$ cat src/ntm_pkg.sv
// Shared constants and types for the maintenance channel and scrambler block.
package ntm_pkg;

	// ****************************************************************
	// Register map
	// ****************************************************************
	localparam logic [7:0] ADDR_CTRL = 8'h00;
	localparam logic [7:0] ADDR_STAT = 8'h04;
	localparam logic [7:0] ADDR_RXF  = 8'h08;
	localparam logic [7:0] ADDR_TXF  = 8'h0C;
	localparam logic [7:0] ADDR_SEED = 8'h10;

	// Control register fields and reset value.
	localparam int         CTRL_RTN      = 0;
	localparam int         CTRL_BLOOP_EN = 1;
	localparam int         CTRL_SEED_LD  = 2;
	localparam logic [1:0] CTRL_RST      = 2'h2;

	// Status register fields.
	localparam int ST_LOOP_ALL = 0;
	localparam int ST_LOOP_B1  = 1;
	localparam int ST_LOOP_B2  = 2;
	localparam int ST_CRC_REQ  = 3;
	localparam int ST_CRC_NOTE = 4;
	localparam int ST_REP_LSB  = 5;
	localparam int ACT_W       = 5;

	// ****************************************************************
	// Maintenance frame layout and codes
	// ****************************************************************
	localparam int         FR_W        = 12;
	localparam int         FR_ADDR_LSB = 9;
	localparam int         FR_FLAG     = 8;
	localparam logic [2:0] NODE_ADDR   = 3'h0;
	localparam logic [2:0] BCAST_ADDR  = 3'h7;
	localparam logic [7:0] MSG_LOOP_ALL = 8'h50;
	localparam logic [7:0] MSG_LOOP_B1  = 8'h51;
	localparam logic [7:0] MSG_LOOP_B2  = 8'h52;
	localparam logic [7:0] MSG_CRC_REQ  = 8'h53;
	localparam logic [7:0] MSG_CRC_NOTE = 8'h54;
	localparam logic [7:0] MSG_RTN      = 8'hFF;
	localparam logic [7:0] MSG_HOLD     = 8'h00;
	localparam logic [7:0] MSG_UTC      = 8'hAA;

	// Slot codes carried beside each user bit.
	localparam logic [1:0] CH_B1  = 2'h0;
	localparam logic [1:0] CH_B2  = 2'h1;
	localparam logic [1:0] CH_D   = 2'h2;
	localparam logic [1:0] CH_OVH = 2'h3;

	// ****************************************************************
	// Scrambler
	// ****************************************************************
	localparam int          SCR_LEN  = 23;
	localparam int          TAP_DOWN = 5;
	localparam int          TAP_UP   = 18;
	localparam logic [22:0] SEED_RST = 23'h000001;
	localparam logic [22:0] SEED_ONES = 23'h7FFFFF;

	// Count of identical, addressed frames seen in a row, Gray coded.
	typedef enum logic [1:0]
	{
		NTM_REP0 = 2'h0,
		NTM_REP1 = 2'h1,
		NTM_REP2 = 2'h3,
		NTM_REP3 = 2'h2
	} ntm_rep_t;

endpackage

$ cat src/ntm_scr_if.sv
// Carrier between the block top and one scrambler or descrambler.
interface ntm_scr_if;
	logic        din;
	logic        din_valid;
	logic        freeze;
	logic        seed_load;
	logic [22:0] seed;
	logic        dout;
	logic        dout_valid;

	modport user
	(
		output din, din_valid, freeze, seed_load, seed,
		input  dout, dout_valid
	);
	modport core
	(
		input  din, din_valid, freeze, seed_load, seed,
		output dout, dout_valid
	);
endinterface

$ cat src/ntm_scrambler.sv
// Self-synchronising scrambler or descrambler with taps at TAP and 23.
module ntm_scrambler #(
	parameter int TAP     = ntm_pkg::TAP_UP,
	parameter bit DESCRAM = 1'b0
) (
	input wire logic clk,
	input wire logic rst_n,
	ntm_scr_if.core  io
);
	logic [22:0] sr_r;
	logic        fb;
	logic        outb;

	if (TAP < 1 || TAP >= ntm_pkg::SCR_LEN)
	begin : g_chk
		$error("Scrambler tap out of range.");
	end

	// Feedback from delays TAP and 23; sr_r[0] holds the last bit.
	assign fb   = sr_r[TAP-1] ^ sr_r[ntm_pkg::SCR_LEN-1];
	assign outb = io.din ^ fb;

	// The register shifts only on live bits outside the frame word.
	always_ff @(posedge clk)
	begin
		if (!rst_n)
			sr_r <= ntm_pkg::SEED_RST;
		else if (io.seed_load)
			sr_r <= io.seed;
		else if (io.din_valid && !io.freeze)
			sr_r <= {sr_r[21:0], DESCRAM ? io.din : outb};
	end

	// Output bit is registered; frame word bits pass unscrambled.
	always_ff @(posedge clk)
	begin
		if (!rst_n)
		begin
			io.dout       <= 1'b0;
			io.dout_valid <= 1'b0;
		end
		else
		begin
			io.dout       <= io.freeze ? io.din : outb;
			io.dout_valid <= io.din_valid;
		end
	end
endmodule

$ cat src/ntm_top.sv
// Network terminal maintenance message processor with line scramblers.
//
// Operation
// - Accept frames addressed 000 or 111 only.
// - Cannot-comply reply carries own address 000.
// - Code 50 loops both bearers and signalling.
// - Codes 51, 52 loop one bearer, optional.
// - Single loop leaves activation ready bit alone.
// - Code FF clears all latched actions.
// - Code AA means validated but unsupported.
// - Code 53 corrupts outgoing checksums until cleared.
// - Code 00 keeps processor and actions unchanged.
// - Wrongly addressed frame answered with hold code.
// - Non-standard code blocks treated as unrecognised.
// - Network and future codes also unrecognised.
// - Extensions never disturb the echo protocol.
// - Each direction scrambled with 23rd order polynomial.
// - Downstream polynomial taps at five and 23.
// - Upstream polynomial taps at 18 and 23.
// - Receiver descrambles with the sender's polynomial.
// - User bits enter scrambler with unchanged polarity.
// - Shift registers freeze during frame words.
// - Scrambler never starts from all ones.
// - Frame: 3 address, 1 flag, 8 info bits.
// - Act after three identical frames; echo each.
// - Third unrecognised repeat answered with cannot-comply.
// - Transceiver reset states release all latched actions.
//
// Local design decisions: the APB slave port and the placing of the registers.
module ntm_top #(
	parameter bit BLOOP_SUPPORT = 1'b1
) (
	input  wire logic        clk,
	input  wire logic        rst_n,
	input  wire logic [7:0]  paddr,
	input  wire logic        psel,
	input  wire logic        penable,
	input  wire logic        pwrite,
	input  wire logic [31:0] pwdata,
	output logic      [31:0] prdata,
	output logic             pready,
	output logic             pslverr,
	input  wire logic [11:0] eoc_rx_frame,
	input  wire logic        eoc_rx_valid,
	output logic      [11:0] eoc_tx_frame,
	output logic             eoc_tx_valid,
	input  wire logic        xcvr_reset,
	input  wire logic        rx_line_bit,
	input  wire logic        rx_line_valid,
	input  wire logic        rx_frame_sync_word,
	input  wire logic [1:0]  rx_chan,
	output logic             rx_user_bit,
	output logic             rx_user_valid,
	output logic      [1:0]  rx_user_chan,
	input  wire logic        tx_user_bit,
	input  wire logic        tx_user_valid,
	input  wire logic        tx_frame_sync_word,
	input  wire logic [1:0]  tx_chan,
	output logic             tx_line_bit,
	output logic             tx_line_valid,
	output logic             loop_all,
	output logic             loop_first_bearer_channel,
	output logic             loop_second_bearer_channel,
	output logic             crc_corrupt,
	output logic             crc_corrupt_expected
);
	// ****************************************************************
	// Declarations
	// ****************************************************************
	logic [1:0]                ctrl_r;
	logic                      rtn_sw;
	logic                      seed_ld;
	logic [22:0]               seed_r;
	logic [ntm_pkg::ACT_W-1:0] act_r;
	logic [ntm_pkg::ACT_W-1:0] act_set;
	logic                      act_clr;
	ntm_pkg::ntm_rep_t         rep_r;
	ntm_pkg::ntm_rep_t         rep_nxt;
	logic [11:0]               last_rx_r;
	logic [11:0]               tx_frame_r;
	logic [11:0]               tx_frame_nxt;
	logic                      tx_valid_r;
	logic [2:0]                fr_addr;
	logic                      fr_msg;
	logic [7:0]                fr_code;
	logic                      addr_ok;
	logic                      reached;
	logic                      recog;
	logic                      rtn_cmd;
	logic                      bloop_en;
	logic [3:0]                lb_mem_r;
	logic [1:0]                rx_chan_r;
	logic                      tx_in;
	logic                      wr_en;
	logic                      rd_en;
	logic                      unmapped;
	logic [31:0]               rd_data;
	logic [31:0]               prdata_r;

	ntm_scr_if up_if ();
	ntm_scr_if dn_if ();

	// ****************************************************************
	// Helper functions
	// ****************************************************************
	// Supported codes; all others, reserved blocks too, are unrecognised.
	function automatic logic msg_known(input logic [7:0] code, input logic single_ok);
		logic k;
		unique case (code)
			ntm_pkg::MSG_LOOP_ALL,
			ntm_pkg::MSG_CRC_REQ,
			ntm_pkg::MSG_CRC_NOTE,
			ntm_pkg::MSG_RTN,
			ntm_pkg::MSG_HOLD:    k = 1'b1;
			ntm_pkg::MSG_LOOP_B1,
			ntm_pkg::MSG_LOOP_B2: k = single_ok;
			default:              k = 1'b0;
		endcase
		return k;
	endfunction

	// True when the slot of a transmit bit is taken from the receive side.
	function automatic logic chan_looped(input logic [1:0] ch, input logic [4:0] act);
		logic l;
		l = 1'b0;
		if (ch != ntm_pkg::CH_OVH)
			l = act[ntm_pkg::ST_LOOP_ALL]
				| (act[ntm_pkg::ST_LOOP_B1] & (ch == ntm_pkg::CH_B1))
				| (act[ntm_pkg::ST_LOOP_B2] & (ch == ntm_pkg::CH_B2));
		return l;
	endfunction

	// ****************************************************************
	// Maintenance frame decode
	// ****************************************************************
	// Split the frame into address, flag and information field.
	assign fr_addr = eoc_rx_frame[ntm_pkg::FR_W-1:ntm_pkg::FR_ADDR_LSB];
	assign fr_msg  = eoc_rx_frame[ntm_pkg::FR_FLAG];
	assign fr_code = eoc_rx_frame[7:0];

	// Only the terminal and broadcast addresses are ours.
	assign addr_ok  = (fr_addr == ntm_pkg::NODE_ADDR) || (fr_addr == ntm_pkg::BCAST_ADDR);
	assign bloop_en = BLOOP_SUPPORT & ctrl_r[ntm_pkg::CTRL_BLOOP_EN];

	// Data frames are never recognised: no data transfer functions.
	assign recog   = fr_msg && msg_known(fr_code, bloop_en);
	assign reached = eoc_rx_valid && addr_ok && (rep_nxt == ntm_pkg::NTM_REP3);
	assign rtn_cmd = reached && recog && (fr_code == ntm_pkg::MSG_RTN);

	// Count identical addressed frames in a row, saturating at three.
	always_comb
	begin
		rep_nxt = rep_r;
		if (!addr_ok)
			rep_nxt = ntm_pkg::NTM_REP0;
		else if (eoc_rx_frame != last_rx_r || rep_r == ntm_pkg::NTM_REP0)
			rep_nxt = ntm_pkg::NTM_REP1;
		else
		begin
			unique case (rep_r)
				ntm_pkg::NTM_REP1: rep_nxt = ntm_pkg::NTM_REP2;
				ntm_pkg::NTM_REP2: rep_nxt = ntm_pkg::NTM_REP3;
				ntm_pkg::NTM_REP3: rep_nxt = ntm_pkg::NTM_REP3;
				default:           rep_nxt = ntm_pkg::NTM_REP1;
			endcase
		end
	end

	// Repetition state; return to normal puts it back to its start.
	always_ff @(posedge clk)
	begin
		if (!rst_n || xcvr_reset || rtn_cmd || rtn_sw)
		begin
			rep_r     <= ntm_pkg::NTM_REP0;
			last_rx_r <= 12'h000;
		end
		else if (eoc_rx_valid)
		begin
			rep_r     <= rep_nxt;
			last_rx_r <= eoc_rx_frame;
		end
	end

	// Reply: hold if foreign, cannot-comply on third unsupported, else echo.
	always_comb
	begin
		if (!addr_ok)
			tx_frame_nxt = {ntm_pkg::NODE_ADDR, 1'b1, ntm_pkg::MSG_HOLD};
		else if (reached && !recog)
			tx_frame_nxt = {ntm_pkg::NODE_ADDR, 1'b1, ntm_pkg::MSG_UTC};
		else
			tx_frame_nxt = eoc_rx_frame;
	end

	// Reply register, offered to the framer for the next return frame.
	always_ff @(posedge clk)
	begin
		if (!rst_n)
		begin
			tx_frame_r <= {ntm_pkg::NODE_ADDR, 1'b1, ntm_pkg::MSG_HOLD};
			tx_valid_r <= 1'b0;
		end
		else
		begin
			tx_valid_r <= eoc_rx_valid;
			if (eoc_rx_valid)
				tx_frame_r <= tx_frame_nxt;
		end
	end

	// ****************************************************************
	// Latched maintenance actions
	// ****************************************************************
	// Actions start only on the third identical recognised frame.
	always_comb
	begin
		act_set = '0;
		if (reached && recog)
		begin
			unique case (fr_code)
				ntm_pkg::MSG_LOOP_ALL: act_set[ntm_pkg::ST_LOOP_ALL] = 1'b1;
				ntm_pkg::MSG_LOOP_B1:  act_set[ntm_pkg::ST_LOOP_B1]  = 1'b1;
				ntm_pkg::MSG_LOOP_B2:  act_set[ntm_pkg::ST_LOOP_B2]  = 1'b1;
				ntm_pkg::MSG_CRC_REQ:  act_set[ntm_pkg::ST_CRC_REQ]  = 1'b1;
				ntm_pkg::MSG_CRC_NOTE: act_set[ntm_pkg::ST_CRC_NOTE] = 1'b1;
				default:               act_set = '0;
			endcase
		end
	end

	// Return to normal clears; a set in the same cycle still wins.
	assign act_clr = rtn_cmd || rtn_sw;
	always_ff @(posedge clk)
	begin
		if (!rst_n || xcvr_reset)
			act_r <= '0;
		else
			act_r <= (act_clr ? '0 : act_r) | act_set;
	end

	assign loop_all                   = act_r[ntm_pkg::ST_LOOP_ALL];
	assign loop_first_bearer_channel  = act_r[ntm_pkg::ST_LOOP_B1];
	assign loop_second_bearer_channel = act_r[ntm_pkg::ST_LOOP_B2];
	assign crc_corrupt                = act_r[ntm_pkg::ST_CRC_REQ];
	assign crc_corrupt_expected       = act_r[ntm_pkg::ST_CRC_NOTE];
	assign eoc_tx_frame               = tx_frame_r;
	assign eoc_tx_valid               = tx_valid_r;

	// ****************************************************************
	// Receive path: descrambler, taps at five and 23
	// ****************************************************************
	assign dn_if.din       = rx_line_bit;
	assign dn_if.din_valid = rx_line_valid;
	assign dn_if.freeze    = rx_frame_sync_word;
	assign dn_if.seed_load = seed_ld;
	assign dn_if.seed      = seed_r;

	ntm_scrambler #(
		.TAP     (ntm_pkg::TAP_DOWN),
		.DESCRAM (1'b1)
	) u_descr (
		.clk   (clk),
		.rst_n (rst_n),
		.io    (dn_if)
	);

	// Slot code follows its bit through the descrambler delay.
	always_ff @(posedge clk)
	begin
		if (!rst_n)
			rx_chan_r <= ntm_pkg::CH_B1;
		else
			rx_chan_r <= rx_chan;
	end

	// Last descrambled bit of each slot, the loopback source.
	always_ff @(posedge clk)
	begin
		if (!rst_n)
			lb_mem_r <= 4'hF;
		else if (dn_if.dout_valid)
			lb_mem_r[rx_chan_r] <= dn_if.dout;
	end

	assign rx_user_bit   = dn_if.dout;
	assign rx_user_valid = dn_if.dout_valid;
	assign rx_user_chan  = rx_chan_r;

	// ****************************************************************
	// Transmit path: scrambler, taps at 18 and 23
	// ****************************************************************
	// Looped slots replace user bits; overhead bits stay the user's.
	assign tx_in = chan_looped(tx_chan, act_r) ? lb_mem_r[tx_chan] : tx_user_bit;
	assign up_if.din       = tx_in;
	assign up_if.din_valid = tx_user_valid;
	assign up_if.freeze    = tx_frame_sync_word;
	assign up_if.seed_load = seed_ld;
	assign up_if.seed      = seed_r;

	ntm_scrambler #(
		.TAP     (ntm_pkg::TAP_UP),
		.DESCRAM (1'b0)
	) u_scr (
		.clk   (clk),
		.rst_n (rst_n),
		.io    (up_if)
	);

	assign tx_line_bit   = up_if.dout;
	assign tx_line_valid = up_if.dout_valid;

	// ****************************************************************
	// APB register file
	// ****************************************************************
	assign wr_en    = psel && penable && pwrite;
	assign rd_en    = psel && !penable && !pwrite;
	assign pready   = 1'b1;
	assign unmapped = !(paddr inside {ntm_pkg::ADDR_CTRL, ntm_pkg::ADDR_STAT,
		ntm_pkg::ADDR_RXF, ntm_pkg::ADDR_TXF, ntm_pkg::ADDR_SEED});
	assign pslverr  = psel && penable && unmapped;
	assign prdata   = prdata_r;
	// Command pulses from a control write; they store nothing.
	assign rtn_sw  = wr_en && (paddr == ntm_pkg::ADDR_CTRL) && pwdata[ntm_pkg::CTRL_RTN];
	assign seed_ld = wr_en && (paddr == ntm_pkg::ADDR_CTRL) && pwdata[ntm_pkg::CTRL_SEED_LD];
	// Control bits that steer the decoder.
	always_ff @(posedge clk)
	begin
		if (!rst_n)
			ctrl_r <= ntm_pkg::CTRL_RST;
		else if (wr_en && paddr == ntm_pkg::ADDR_CTRL)
			ctrl_r <= {pwdata[ntm_pkg::CTRL_BLOOP_EN], 1'b0};
	end

	// Seed for both shift registers; an all-ones seed is refused.
	always_ff @(posedge clk)
	begin
		if (!rst_n)
			seed_r <= ntm_pkg::SEED_RST;
		else if (wr_en && paddr == ntm_pkg::ADDR_SEED && pwdata[22:0] != ntm_pkg::SEED_ONES)
			seed_r <= pwdata[22:0];
	end
	// Read multiplexer.
	always_comb
	begin
		rd_data = 32'h00000000;
		unique case (paddr)
			ntm_pkg::ADDR_CTRL: rd_data[1:0]  = ctrl_r;
			ntm_pkg::ADDR_STAT: rd_data[6:0]  = {rep_r, act_r};
			ntm_pkg::ADDR_RXF:  rd_data[11:0] = last_rx_r;
			ntm_pkg::ADDR_TXF:  rd_data[11:0] = tx_frame_r;
			ntm_pkg::ADDR_SEED: rd_data[22:0] = seed_r;
			default:            rd_data = 32'h00000000;
		endcase
	end

	// Read data is caught in the setup cycle and stands in the access.
	always_ff @(posedge clk)
	begin
		if (!rst_n)
			prdata_r <= 32'h00000000;
		else if (rd_en)
			prdata_r <= rd_data;
	end

endmodule

$ cat config.mk
export PLATFORM = sky130hd
export DESIGN_NAME = ntm_top
export DESIGN_NICKNAME = d
export VERILOG_FILES = /design/src/ntm_pkg.sv /design/src/ntm_scr_if.sv /design/src/ntm_scrambler.sv /design/src/ntm_top.sv
export SDC_FILE = /design/constraint.sdc
export NUM_CORES = 1
export LEC_CHECK = 0
export BUFFER_PORTS_ARGS = -buffer_cell sky130_fd_sc_hd__buf_2
export CAP_MARGIN = 40
export CORE_MARGIN = 10
export CORE_UTILIZATION = 50
export DETAILED_ROUTE_END_ITERATION = 16
export GPL_ROUTABILITY_DRIVEN = 0
export PLACE_DENSITY = 0.77
export SLEW_MARGIN = 10
export SYNTH_ARGS = -nofsm -noshare
export SYNTH_HDL_FRONTEND = slang
export SYNTH_HIERARCHICAL = 1
export SYNTH_SLANG_ARGS = --single-unit
$ cat constraint.sdc
create_clock -name clk -period 1.9 [get_ports clk]
set_clock_uncertainty 0.15 [all_clocks]
set_input_delay 0 -clock clk [delete_from_list [all_inputs] [get_ports clk]]
set_output_delay 0 -clock clk [all_outputs]
set_load 0.005 [all_outputs]
-- Yosys cells after proc, flatten, opt, wreduce, memory -nomap -nowiden
Index checks and enable logic that the tools add are counted.
- register bits after elaboration: 135
- bits in latches: 0
- bits in writable memories: 0
- ROM bits: 0
- output and inout bits: 58
- memories kept: 0
- $add $sub $neg: 0
- $mul: 0
- div/mod/pow operators: 0
- magnitude comparators: 3
- equal/unequal tests: 19
- shifts and indexed selects: 0
- muxes and demuxes: 30
- bitwise gates (word level): 9
- reduce and logical (&&, ||, !) cells: 43
- operator list (operator ; number):
    two-way mux 23 bit ; 4
    == test 8 x 7 -> 1 bit, second input constant ; 5
    two-way mux 12 bit ; 2
    inequality test 23 bit, second input constant ; 1
    one-hot mux 5 bit (4 select lines) ; 1
    logical AND 1 bit ; 19
    == test 8 x 4 -> 1 bit, second input constant ; 2
    logical NOT 8 bit ; 2
    one-hot mux 5 bit (3 select lines) ; 1
    inequality test 12 bit ; 1
    two-way mux 1 bit ; 11
    two-way mux 11 bit ; 1
    two-way mux 5 bit ; 2
    one-hot mux 2 bit (5 select lines) ; 1
    == test 8 x 3 -> 1 bit, second input constant ; 1
    == test 8 x 5 -> 1 bit, second input constant ; 1
    == test 8 bit, second input constant ; 1
    logical NOT 1 bit ; 7
    == test 2 bit, second input constant ; 3
    logical OR 1 bit ; 6
    less-than comparator 2 x 3 -> 1 bit, second input constant ; 2
    OR 5 bit ; 1
    nonzero test 5 bit ; 1
    OR reduction 5 bit ; 1
    other kinds (17) ; 27

-- Depth between registers and ports, before layout
Gate-level depths: netlist of run 1.
- word-level depth: 12
- depth in mapped cells: 8

-- Modules after synthesis
The synthesis of run 1 kept the hierarchy.
- modules (own cells, without submodules) (module ; times used ; cells an instance ; area each (um2) ; sequential area each (um2)):
    ntm_top ; 1 ; 437 ; 4032.6 ; 1701.6
    ntm_scrambler at u_scr ; 1 ; 113 ; 1151.1 ; 500.5
    ntm_scrambler at u_descr ; 1 ; 111 ; 1098.6 ; 500.5

-- Worst setup path before layout of run 1
OpenSTA, ideal clock, no wires.
- path kind: input-to-reg
- start point: in paddr[5]
- end point: reg u_descr.sr_r[10]
- setup time: 0.133 ns
- data arrival time: 1.654 ns
- slack: -0.036 ns
- cell stages on the path: 7
- path buffers: 1
- cell sequence: or4_1 > and4bb_2 > and2_1 > clkinv_1 > clkbuf_1 > o21ai_0 > a21oi_1
- word-level cells in the longest chain between the ends: 4
- elaborated cells between the ends (all ways): 5
- classes of those cells: mux: 1; reduce/logical: 4
- RTL lines (what ; RTL line ; text):
    start, declared ; ntm_top.sv:35 ; input wire logic [7:0] paddr,
    logical NOT 8 bit * ; ntm_top.sv:324 ; assign seed_ld = wr_en && (paddr == ntm_pkg::ADDR_CTRL) && pwdata[ntm_pkg::CTRL_SEED_LD];
    logical AND 1 bit * (2 in a row) ; ntm_top.sv:324 ;
    via dn_if.seed_load ; ntm_scr_if.sv:6 ; logic seed_load;
    two-way mux 23 bit or nonzero test 2 bit (tied branches) ; -- ;
    end signal, assigned ; ntm_scrambler.sv:27 ; sr_r <= ntm_pkg::SEED_RST;
    end signal, assigned ; ntm_scrambler.sv:29 ; sr_r <= io.seed;
    end signal, assigned ; ntm_scrambler.sv:31 ; sr_r <= {sr_r[21:0], DESCRAM ? io.din : outb};
    end, declared ; ntm_scrambler.sv:10 ; logic [22:0] sr_r;
Mark *: on every way through the listed nets, which the timed path passes. The rest lies on a longest branch.
A chain may end at the register's enable or synchronous reset.

-- Worst setup path in the final report of run 1
- start point: reg last_rx_r[0]
- end point: reg act_r[0] in the netlist's numbering
- word-level cells in the longest chain between the ends: 11
- elaborated cells between the ends (all ways): 12
- classes of those cells: eq/ne: 2; mux: 4; bitwise: 1; reduce/logical: 5
- RTL lines (what ; RTL line ; text):
    start, declared ; ntm_top.sv:79 ; logic [11:0] last_rx_r;
    start signal, assigned ; ntm_top.sv:180 ; last_rx_r <= eoc_rx_frame;
    inequality test 12 bit * ; ntm_top.sv:156 ; else if (eoc_rx_frame != last_rx_r || rep_r == ntm_pkg::NTM_REP0)
    logical OR 1 bit * ; ntm_top.sv:156 ;
    two-way mux 2 bit * ; ntm_top.sv:156 ;
    two-way mux 2 bit * ; ntm_top.sv:154 ; if (!addr_ok)
    == test 2 bit * ; ntm_top.sv:147 ; assign reached = eoc_rx_valid && addr_ok && (rep_nxt == ntm_pkg::NTM_REP3);
    logical AND 1 bit * ; ntm_top.sv:147 ;
    logical AND 1 bit * ; ntm_top.sv:148, ntm_top.sv:218 ;
    logical AND 1 bit ; ntm_top.sv:148 ; assign rtn_cmd = reached && recog && (fr_code == ntm_pkg::MSG_RTN);
    logical OR 1 bit ; ntm_top.sv:232 ; assign act_clr = rtn_cmd || rtn_sw;
    two-way mux 5 bit ; ntm_top.sv:238 ; act_r <= (act_clr ? '0 : act_r) | act_set;
    OR 5 bit * ; ntm_top.sv:238 ;
    end signal, assigned ; ntm_top.sv:238 ;
    end, declared ; ntm_top.sv:74 ; logic [ntm_pkg::ACT_W-1:0] act_r;
Every way passes the cells marked *; elsewhere a longest branch is shown, timed or not.

==> metrics, run 1 <==
status finished, violations left; failing checks negative setup slack; Die Width 132.1 µm; Root Driver clkbuf_16; asr flop ratio synth 0%; DR WL/cell 19.23 µm; Max Cap Viol 0; sequential element share of the synthesized area 43.02%; dpl ws -0.1463 ns; count leader, synth dfxtp_1; Antenna Cells 0; shortest period the worst path allows between 1.5 and 2 ns; simple-gate share of the synthesized area 17.15%; EDFF count, synth 0; total negative slack -1.223 ns; most common flop cell mapped by yosys dfxtp_1; initial core utilization 51.66%; Synth Area per Inst around 9.5 µm²; Synth Area in Compound Gates 15.40%; die height 132.1 µm; Worst Path Required 2.05 ns; crit path launch last_rx_r[0]$_SDFFE_PP0P_; GR Overflow Total 0; initial antenna violation count 0; crit path DAT 2.14 ns; post-synthesis mux area share 14.92%; filler instances 900; LEAKAGE 3.578 nW; FMAX 0.5042 GHz; fin nets 914; Final HPWL DP approximately 14000 µm; 1st-iter DRT viols between 400 and 500; largest family of logic cells by synthesized area simple AND/OR/NAND/NOR gates; post-route ant nets 0; Area Growth Syn to Fin 31.75%; core footprint 12160 µm²; Clock Sinks 135; Post-Synthesis Cell Area 6282 µm²; Crit Path Class reg2reg; area of the multi-input gates between 3000 and 4000 µm²; drt pass-1 iters 7; RSZ-0062 raised after global routing yes; worst-margin pin slew 0.5712 ns; Critical Path Fanout Max 7; post-synthesis cell count about 660; final hold violations 0; xor and xnor area share after synthesis 2.091%; routed wire length 19670 µm; Hold WC Path Type in2reg; synth unique cells 61; io pins 127; worst vdd ir 0.7977 mV; Clock Latency Late Sink 0.42 ns; die area 17450 µm²; top cell type's share of synthesized area 43.02%; port bufs between 100 and 150; top cells by instance count after synthesis 135 x dfxtp_1, 88 x mux2i_1, 45 x nor2_1, 40 x o21ai_0, 38 x nand2_1; Setup violations, final 20; Register-to-Register Path Depth 7; max-slew violations 0; Via Count approximately 5800; largest net degree at the start of global routing 100; CTS clk-pin slew, worst paths 0.05 ns; Synth area leader dfxtp_1; RR Startpoint last_rx_r[0]$_SDFFE_PP0P_; crit path capture act_r[0]$_SDFF_PP0_; drt drc 0; area share of fa/ha/maj cells after synthesis 0%; number of global-route vias before repair 5915; type of origin of the critical path flop; htree depth 4; Worst Setup End Kind flop; worst reg2reg setup slack -0.08 ns; fraction of layout cells with a size suffix above 1 26.43%; Seq. cell area 2709 µm²; Final period util 104.4%; Rows 40; ranking of synthesized cells by area dfxtp_1 43%, mux2i_1 14%, o21ai_0 3.2%, a211oi_1 2.9%, nor2_1 2.7%; warnings from Yosys 6; post-layout power 6.507 mW; vias per cell around 5.7; CTS tree built; final setup margin -0.08333 ns; Overall Global Routing Usage between 20% and 30%; Pwr Density a little under 800 nW/µm²; CTS buffer count 17; #FFs+latches synth 135; Longest Clk Path Bufs 2; first-pass GRT wire length 30710 µm; RR Endpoint act_r[0]$_SDFF_PP0_; worst rel slew slack 61.83%
## layout by cell type (no fill, tap or decap), types with 8 or more instances in the layout
| cell | count |
|---|---|
| a21oi_1 | 32 |
| dlygate4sd3_1 | 52 |
| mux2i_1 | 87 |
| nand3_1 | 29 |
| dfxtp_1 | 130 |
| xor2_1 | 10 |
| conb_1 | 10 |
| nor2_1 | 42 |
| nand2_1 | 38 |
| inv_1 | 11 |
| a21boi_0 | 11 |
| a211oi_1 | 24 |
| buf_2 | 107 |
| o21ai_0 | 35 |
| buf_4 | 48 |
| nand4_1 | 12 |
| and2_1 | 8 |
| clkbuf_16 | 17 |
| nor2b_1 | 24 |
## flip-flops by register name, indices dropped and copies added, names as in the netlist, 2 cells and up
| name | count |
|---|---|
| u_scr/sr_r | 23 |
| act_r | 5 |
| rep_r | 2 |
| prdata | 23 |
| eoc_tx_frame | 12 |
| u_descr/sr_r | 23 |
| dn_if.seed | 23 |
| rx_user_chan | 2 |
| last_rx_r | 12 |
| lb_mem_r | 4 |
## layout make-up
type                            instances  area share (%)
Multi-Input combinational cell        463           39.20
Timing Repair Buffer                  215           18.62
Sequential cell                       135           32.73
Clock buffer                           24           5.699
Inverter                               13          0.6047
Tap cell                              168           2.540
Clock inverter                          5          0.6047
## what timing repair did
action,in CTS,in global routing
pin swaps,11,10
hold buffers,52,0
buffers inserted,7,0
setup endpoints to repair,24,34
cloned,1,1
hold endpoints to repair,71,0
resized for setup,17,19
## cell families after synthesis
logic type,Yosys count
multiplexers,91
XOR/XNOR,15
AND/OR/NAND/NOR,199
flip-flops,135
other,2
AO/OA/AOI/OAI,148
buffers and inverters,71
## where the power goes
group	internal [mW]	switching (mW)	total (mW)
clock network	1.83	1.15	2.99
logic	0.294	0.315	0.609
registers	2.88	0.0332	2.91
## through the flow
| stage | util [%] | std cells | hold slack, ns | cell area [µm²] |
|---|---|---|---|---|
| 2_1_floorplan | - | 669 | -0.06627 | 6314 |
| 3_3_place_gp | 58.11 | 935 | 0.05737 | 7067 |
| 3_5_place_dp | 58.11 | 935 | 0.06583 | 7067 |
| 4_1_cts | 67.76 | 1024 | 0.004464 | 8240 |
| 5_1_grt | 68.06 | 1023 | 0.07821 | 8277 |
| 6_report | 68.06 | 1023 | 0.02062 | 8277 |
## critical path: stages, from the launching register on
cell and delay, ns:
dfxtp_2 0.33, xor2_2 0.18, nor4_4 0.37, nand4_2 0.22, buf_6 0.18, o21ai_4 0.18
buf_6 0.17, o22ai_2 0.07
## routing by layer
layer / routed length, µm / GRT usage (%)
met1: 7763 / 23.83
met2: 9975 / 38.06
met3: 1292 / 5.602
met4: 639 / 9.394
met5: 0 / 0
## worst min-delay path by stage
stage	cells after the start	end	startpoint
global route	5	act_r[2]$_SDFF_PP0_	eoc_rx_frame[3]
global placement	2	rx_user_chan[0]$_SDFF_PN0_	rx_chan[0]
floorplan	2	pslverr	psel
finish	5	act_r[2]$_SDFF_PP0_	eoc_rx_frame[3]
CTS	5	act_r[2]$_SDFF_PP0_	eoc_rx_frame[3]
detailed placement	2	rx_user_chan[1]$_SDFF_PN0_	rx_chan[1]
(Power assumes the default switching activity.)
==> inputs of run 2 (changes only) <==
--- a/config.mk
+++ b/config.mk
@@ -5,10 +5,11 @@
 export SDC_FILE = /design/constraint.sdc
 export NUM_CORES = 1
 export LEC_CHECK = 0
+export ABC_AREA = 1
 export BUFFER_PORTS_ARGS = -buffer_cell sky130_fd_sc_hd__buf_2
 export CAP_MARGIN = 40
 export CORE_MARGIN = 10
-export CORE_UTILIZATION = 50
+export CORE_UTILIZATION = 51
 export DETAILED_ROUTE_END_ITERATION = 16
 export GPL_ROUTABILITY_DRIVEN = 0
 export PLACE_DENSITY = 0.77
==> metrics, run 2 <==
RSZ-0062 raised after global routing yes (unchanged); Crit-path slowest cell dfxtp_1 (was nor4_4); routed wire length 21870 µm (was 19670 µm); Final HPWL DP 14740 µm (was 13540 µm); most frequent CP cell nand2_2 (was buf_6); initial antenna violation count 3 (was 0); post-synthesis mux area share 0% (was 14.92%); simple-gate share of the synthesized area 34.50% (was 17.15%); Synth area leader dfxtp_1 (unchanged); Max Cap Viol 0 (unchanged); LEAKAGE 3.867 nW (was 3.578 nW); type of origin of the critical path flop (unchanged); switching pwr 1.637 mW (was 1.502 mW); Synth Area in Compound Gates 15.08% (was 15.40%); drt drc 0 (unchanged); xor and xnor area share after synthesis 0.2526% (was 2.091%); Clock Sinks 135 (unchanged); 1st-iter DRT viols 567 (was 499); Die Width 136.6 µm (was 132.1 µm); post-route ant nets 0 (unchanged); crit path DAT 1.96 ns (was 2.14 ns); final hold violations 0 (unchanged); CTS tree built (unchanged); ranking of synthesized cells by area dfxtp_1 39%, nand2_1 17%, a21oi_1 6.1%, nand3_1 4.8%, inv_1 4.3% (was dfxtp_1 43%, mux2i_1 14%, o21ai_0 3.2%, a211oi_1 2.9%, nor2_1 2.7%); worst-margin pin slew 0.7438 ns (was 0.5712 ns); warnings from Yosys 6 (unchanged); status finished, final reports clean (was finished, violations left); initial core utilization 52.16% (was 51.66%); htree depth 4 (unchanged); largest family of logic cells by synthesized area simple AND/OR/NAND/NOR gates (unchanged); #FFs+latches synth 135 (unchanged); FMAX 0.5464 GHz (was 0.5042 GHz); fin nets 1238 (was 914); Seq. cell area 2710 µm² (was 2709 µm²); Overall Global Routing Usage 22.76% (was 21.58%); Critical Path Fanout Max 5 (was 7); worst vdd ir 0.7750 mV (was 0.7977 mV); largest net degree at the start of global routing 49 (was 100); port bufs 107 (unchanged); first-pass GRT wire length 34090 µm (was 30710 µm); shortest period the worst path allows 1.830 ns (was 1.983 ns); CTS clk-pin slew, worst paths 0.06 ns (was 0.05 ns); Sequential Power Share 42.6% (was 44.7%); Setup Buffers After CTS 0 (was 7); core footprint 13300 µm² (was 12160 µm²); Clk pwr share 48.2% (was 45.9%); top cells by instance count after synthesis 306 x nand2_1, 135 x dfxtp_1, 85 x a21oi_1, 80 x inv_1, 68 x nor2_1 (was 135 x dfxtp_1, 88 x mux2i_1, 45 x nor2_1, 40 x o21ai_0, 38 x nand2_1); Switching Share 23.89% (was 23.08%); area share of fa/ha/maj cells after synthesis 0% (unchanged); Crit Path Class reg2reg (unchanged); sequential element share of the synthesized area 38.98% (was 43.02%); worst rel slew slack 50.36% (was 61.83%); CTS buffer count 17 (unchanged); Pwr Density 775.7 nW/µm² (was 786.2 nW/µm²); CP max stage delay 0.34 ns (was 0.37 ns); Setup violations, final 0 (was 20); DR WL/cell 16.07 µm (was 19.23 µm); Synth Area per Inst 6.845 µm² (was 9.504 µm²); Clock Latency Late Sink 0.43 ns (was 0.42 ns); Worst Setup End Kind flop (unchanged); commonest cells after routing, fill and taps aside 302 x nand2_1, 129 x dfxtp_1, 107 x buf_2 (was 130 x dfxtp_1, 107 x buf_2, 87 x mux2i_1); Final period util 96.33% (was 104.4%); synth unique cells 43 (was 61); drt pass-1 iters 5 (was 7); Root Driver clkbuf_16 (unchanged); post-layout power 6.853 mW (was 6.507 mW); Longest Clk Path Bufs 2 (unchanged); area of the multi-input gates 3600 µm² (was 3244 µm²); Area Growth Syn to Fin 27.41% (was 31.75%); asr flop ratio synth 0% (unchanged); Hold WC Path Type in2reg (unchanged); Post-Synthesis Cell Area 6934 µm² (was 6282 µm²); Via Count 7245 (was 5816); die area 18660 µm² (was 17450 µm²); count leader, synth nand2_1 (was dfxtp_1); number of global-route vias before repair 6886 (was 5915); io pins 127 (unchanged); Worst Path Required 2.03 ns (was 2.05 ns); max-slew violations 0 (unchanged); die height 136.6 µm (was 132.1 µm); filler instances 1101 (was 900); GR Overflow Total 0 (unchanged); post-synthesis cell count 1013 (was 661); final setup margin 0.06975 ns (was -0.08333 ns); Rows 42 (was 40); most common cell after layout, fill and taps aside nand2_1 (was dfxtp_1); top cell type's share of synthesized area 38.98% (was 43.02%); crit path cell chain inv_2, nand2_2, inv_1, nor2_1, nand2_1, nor2_2, nand3_2, nor2_4, nand2_4, nand2_2, a21oi_1 (was xor2_2, nor4_4, nand4_2, buf_6, o21ai_4, buf_6, o22ai_2); Int Pwr 5.216 mW (was 5.005 mW); most common flop cell mapped by yosys dfxtp_1 (unchanged); EDFF count, synth 0 (unchanged); fraction of layout cells with a size suffix above 1 22.95% (was 26.43%); combinational share of power 9.1% (was 9.4%); vias per cell 5.323 (was 5.685); dpl ws 0.06110 ns (was -0.1463 ns)
-- run 2: cell count changes in the layout (fill, tap and decap cells not counted), moves of 36 or more --
cell / before / now
inv_1: 11 / 74
nand3_1: 29 / 65
nand2_1: 38 / 302
a21oi_1: 32 / 85
mux2i_1: 87 / 0
-- run 2: stage by stage --
stage | util (%) | hold slack [ns] | instance area (µm²) | setup TNS, ns | cells
floorplan | - | -0.07467 | 6964 | 0 | 1021
global placement | 56.96 | 0.03179 | 7574 | 0 | 1267
detailed placement | 56.96 | 0.03981 | 7574 | 0 | 1267
CTS | 65.54 | 0.04688 | 8713 | 0 | 1354
global route | 66.43 | 0.02909 | 8832 | -0.7677 | 1360
finish | 66.45 | 0.01267 | 8835 | 0 | 1361
-- run 2: cell families after synthesis --
kind of cell           after synthesis
AND/OR/NAND/NOR                    537
flip-flops                         135
other                                2
buffers and inverters              152
AO/OA/AOI/OAI                      185
XOR/XNOR                             2
-- run 2: area by class of cell --
class,instances,area share [%]
Multi-Input combinational cell,736,40.74
Sequential cell,135,30.68
Timing Repair Buffer,188,15.41
Clock buffer,21,5.098
Inverter,91,4.008
Tap cell,176,2.493
Clock inverter,10,1.459
Antenna cell,4,0.1133
-- run 2: timing repair --
action	in CTS	in global routing
setup endpoints to repair	0	42
gates resized for setup	0	31
endpoints found under the hold margin	96	3
hold buffers	56	2
-- run 2: routing by layer --
metal / routed length, µm / vias up / part of all wire, % / GRT usage [%]
met5: 0 / - / 0 / 0
met4: 602 / 0 / 2.8 / 10.36
met3: 1307 / 50 / 6.0 / 5.609
met2: 11210 / 262 / 51 / 40.01
met1: 8747 / 3368 / 40 / 25.36
li1: - / 3565 / - / -
-- run 2: worst paths after layout --
kind | from | slack, ns | to | cells past startpoint
worst max-delay path | last_rx_r[8]$_SDFFE_PP0P_ | 0.07 | eoc_tx_frame[10]$_SDFFE_PN0P_ | 11
worst min-delay path | psel | 0.01 | prdata[10]$_SDFFE_PN0P_ | 6
worst max register to register | last_rx_r[8]$_SDFFE_PP0P_ | 0.07 | eoc_tx_frame[10]$_SDFFE_PN0P_ | 11
worst min register to register | u_scr/sr_r[15]$_SDFFE_PN0P_ | 0.31 | u_scr/sr_r[15]$_SDFFE_PN0P_ | 2
-- run 2: critical path: cells and delay by family (launching register included) --
family,cells,cell delay (ns)
flops,1,0.34
simple gates,8,1.02
buf+inv,2,0.10
compound gates,1,0.06
-- run 2: power by group through the flow --
stage | Combinational (mW) | Sequential, mW | Clock (mW)
floorplan | 0.325 | 2.97 | 0
global placement | 0.497 | 2.98 | 0
detailed placement | 0.504 | 2.98 | 0
CTS | 0.591 | 2.92 | 3.32
global route | 0.683 | 2.93 | 3.43
finish | 0.627 | 2.92 | 3.30
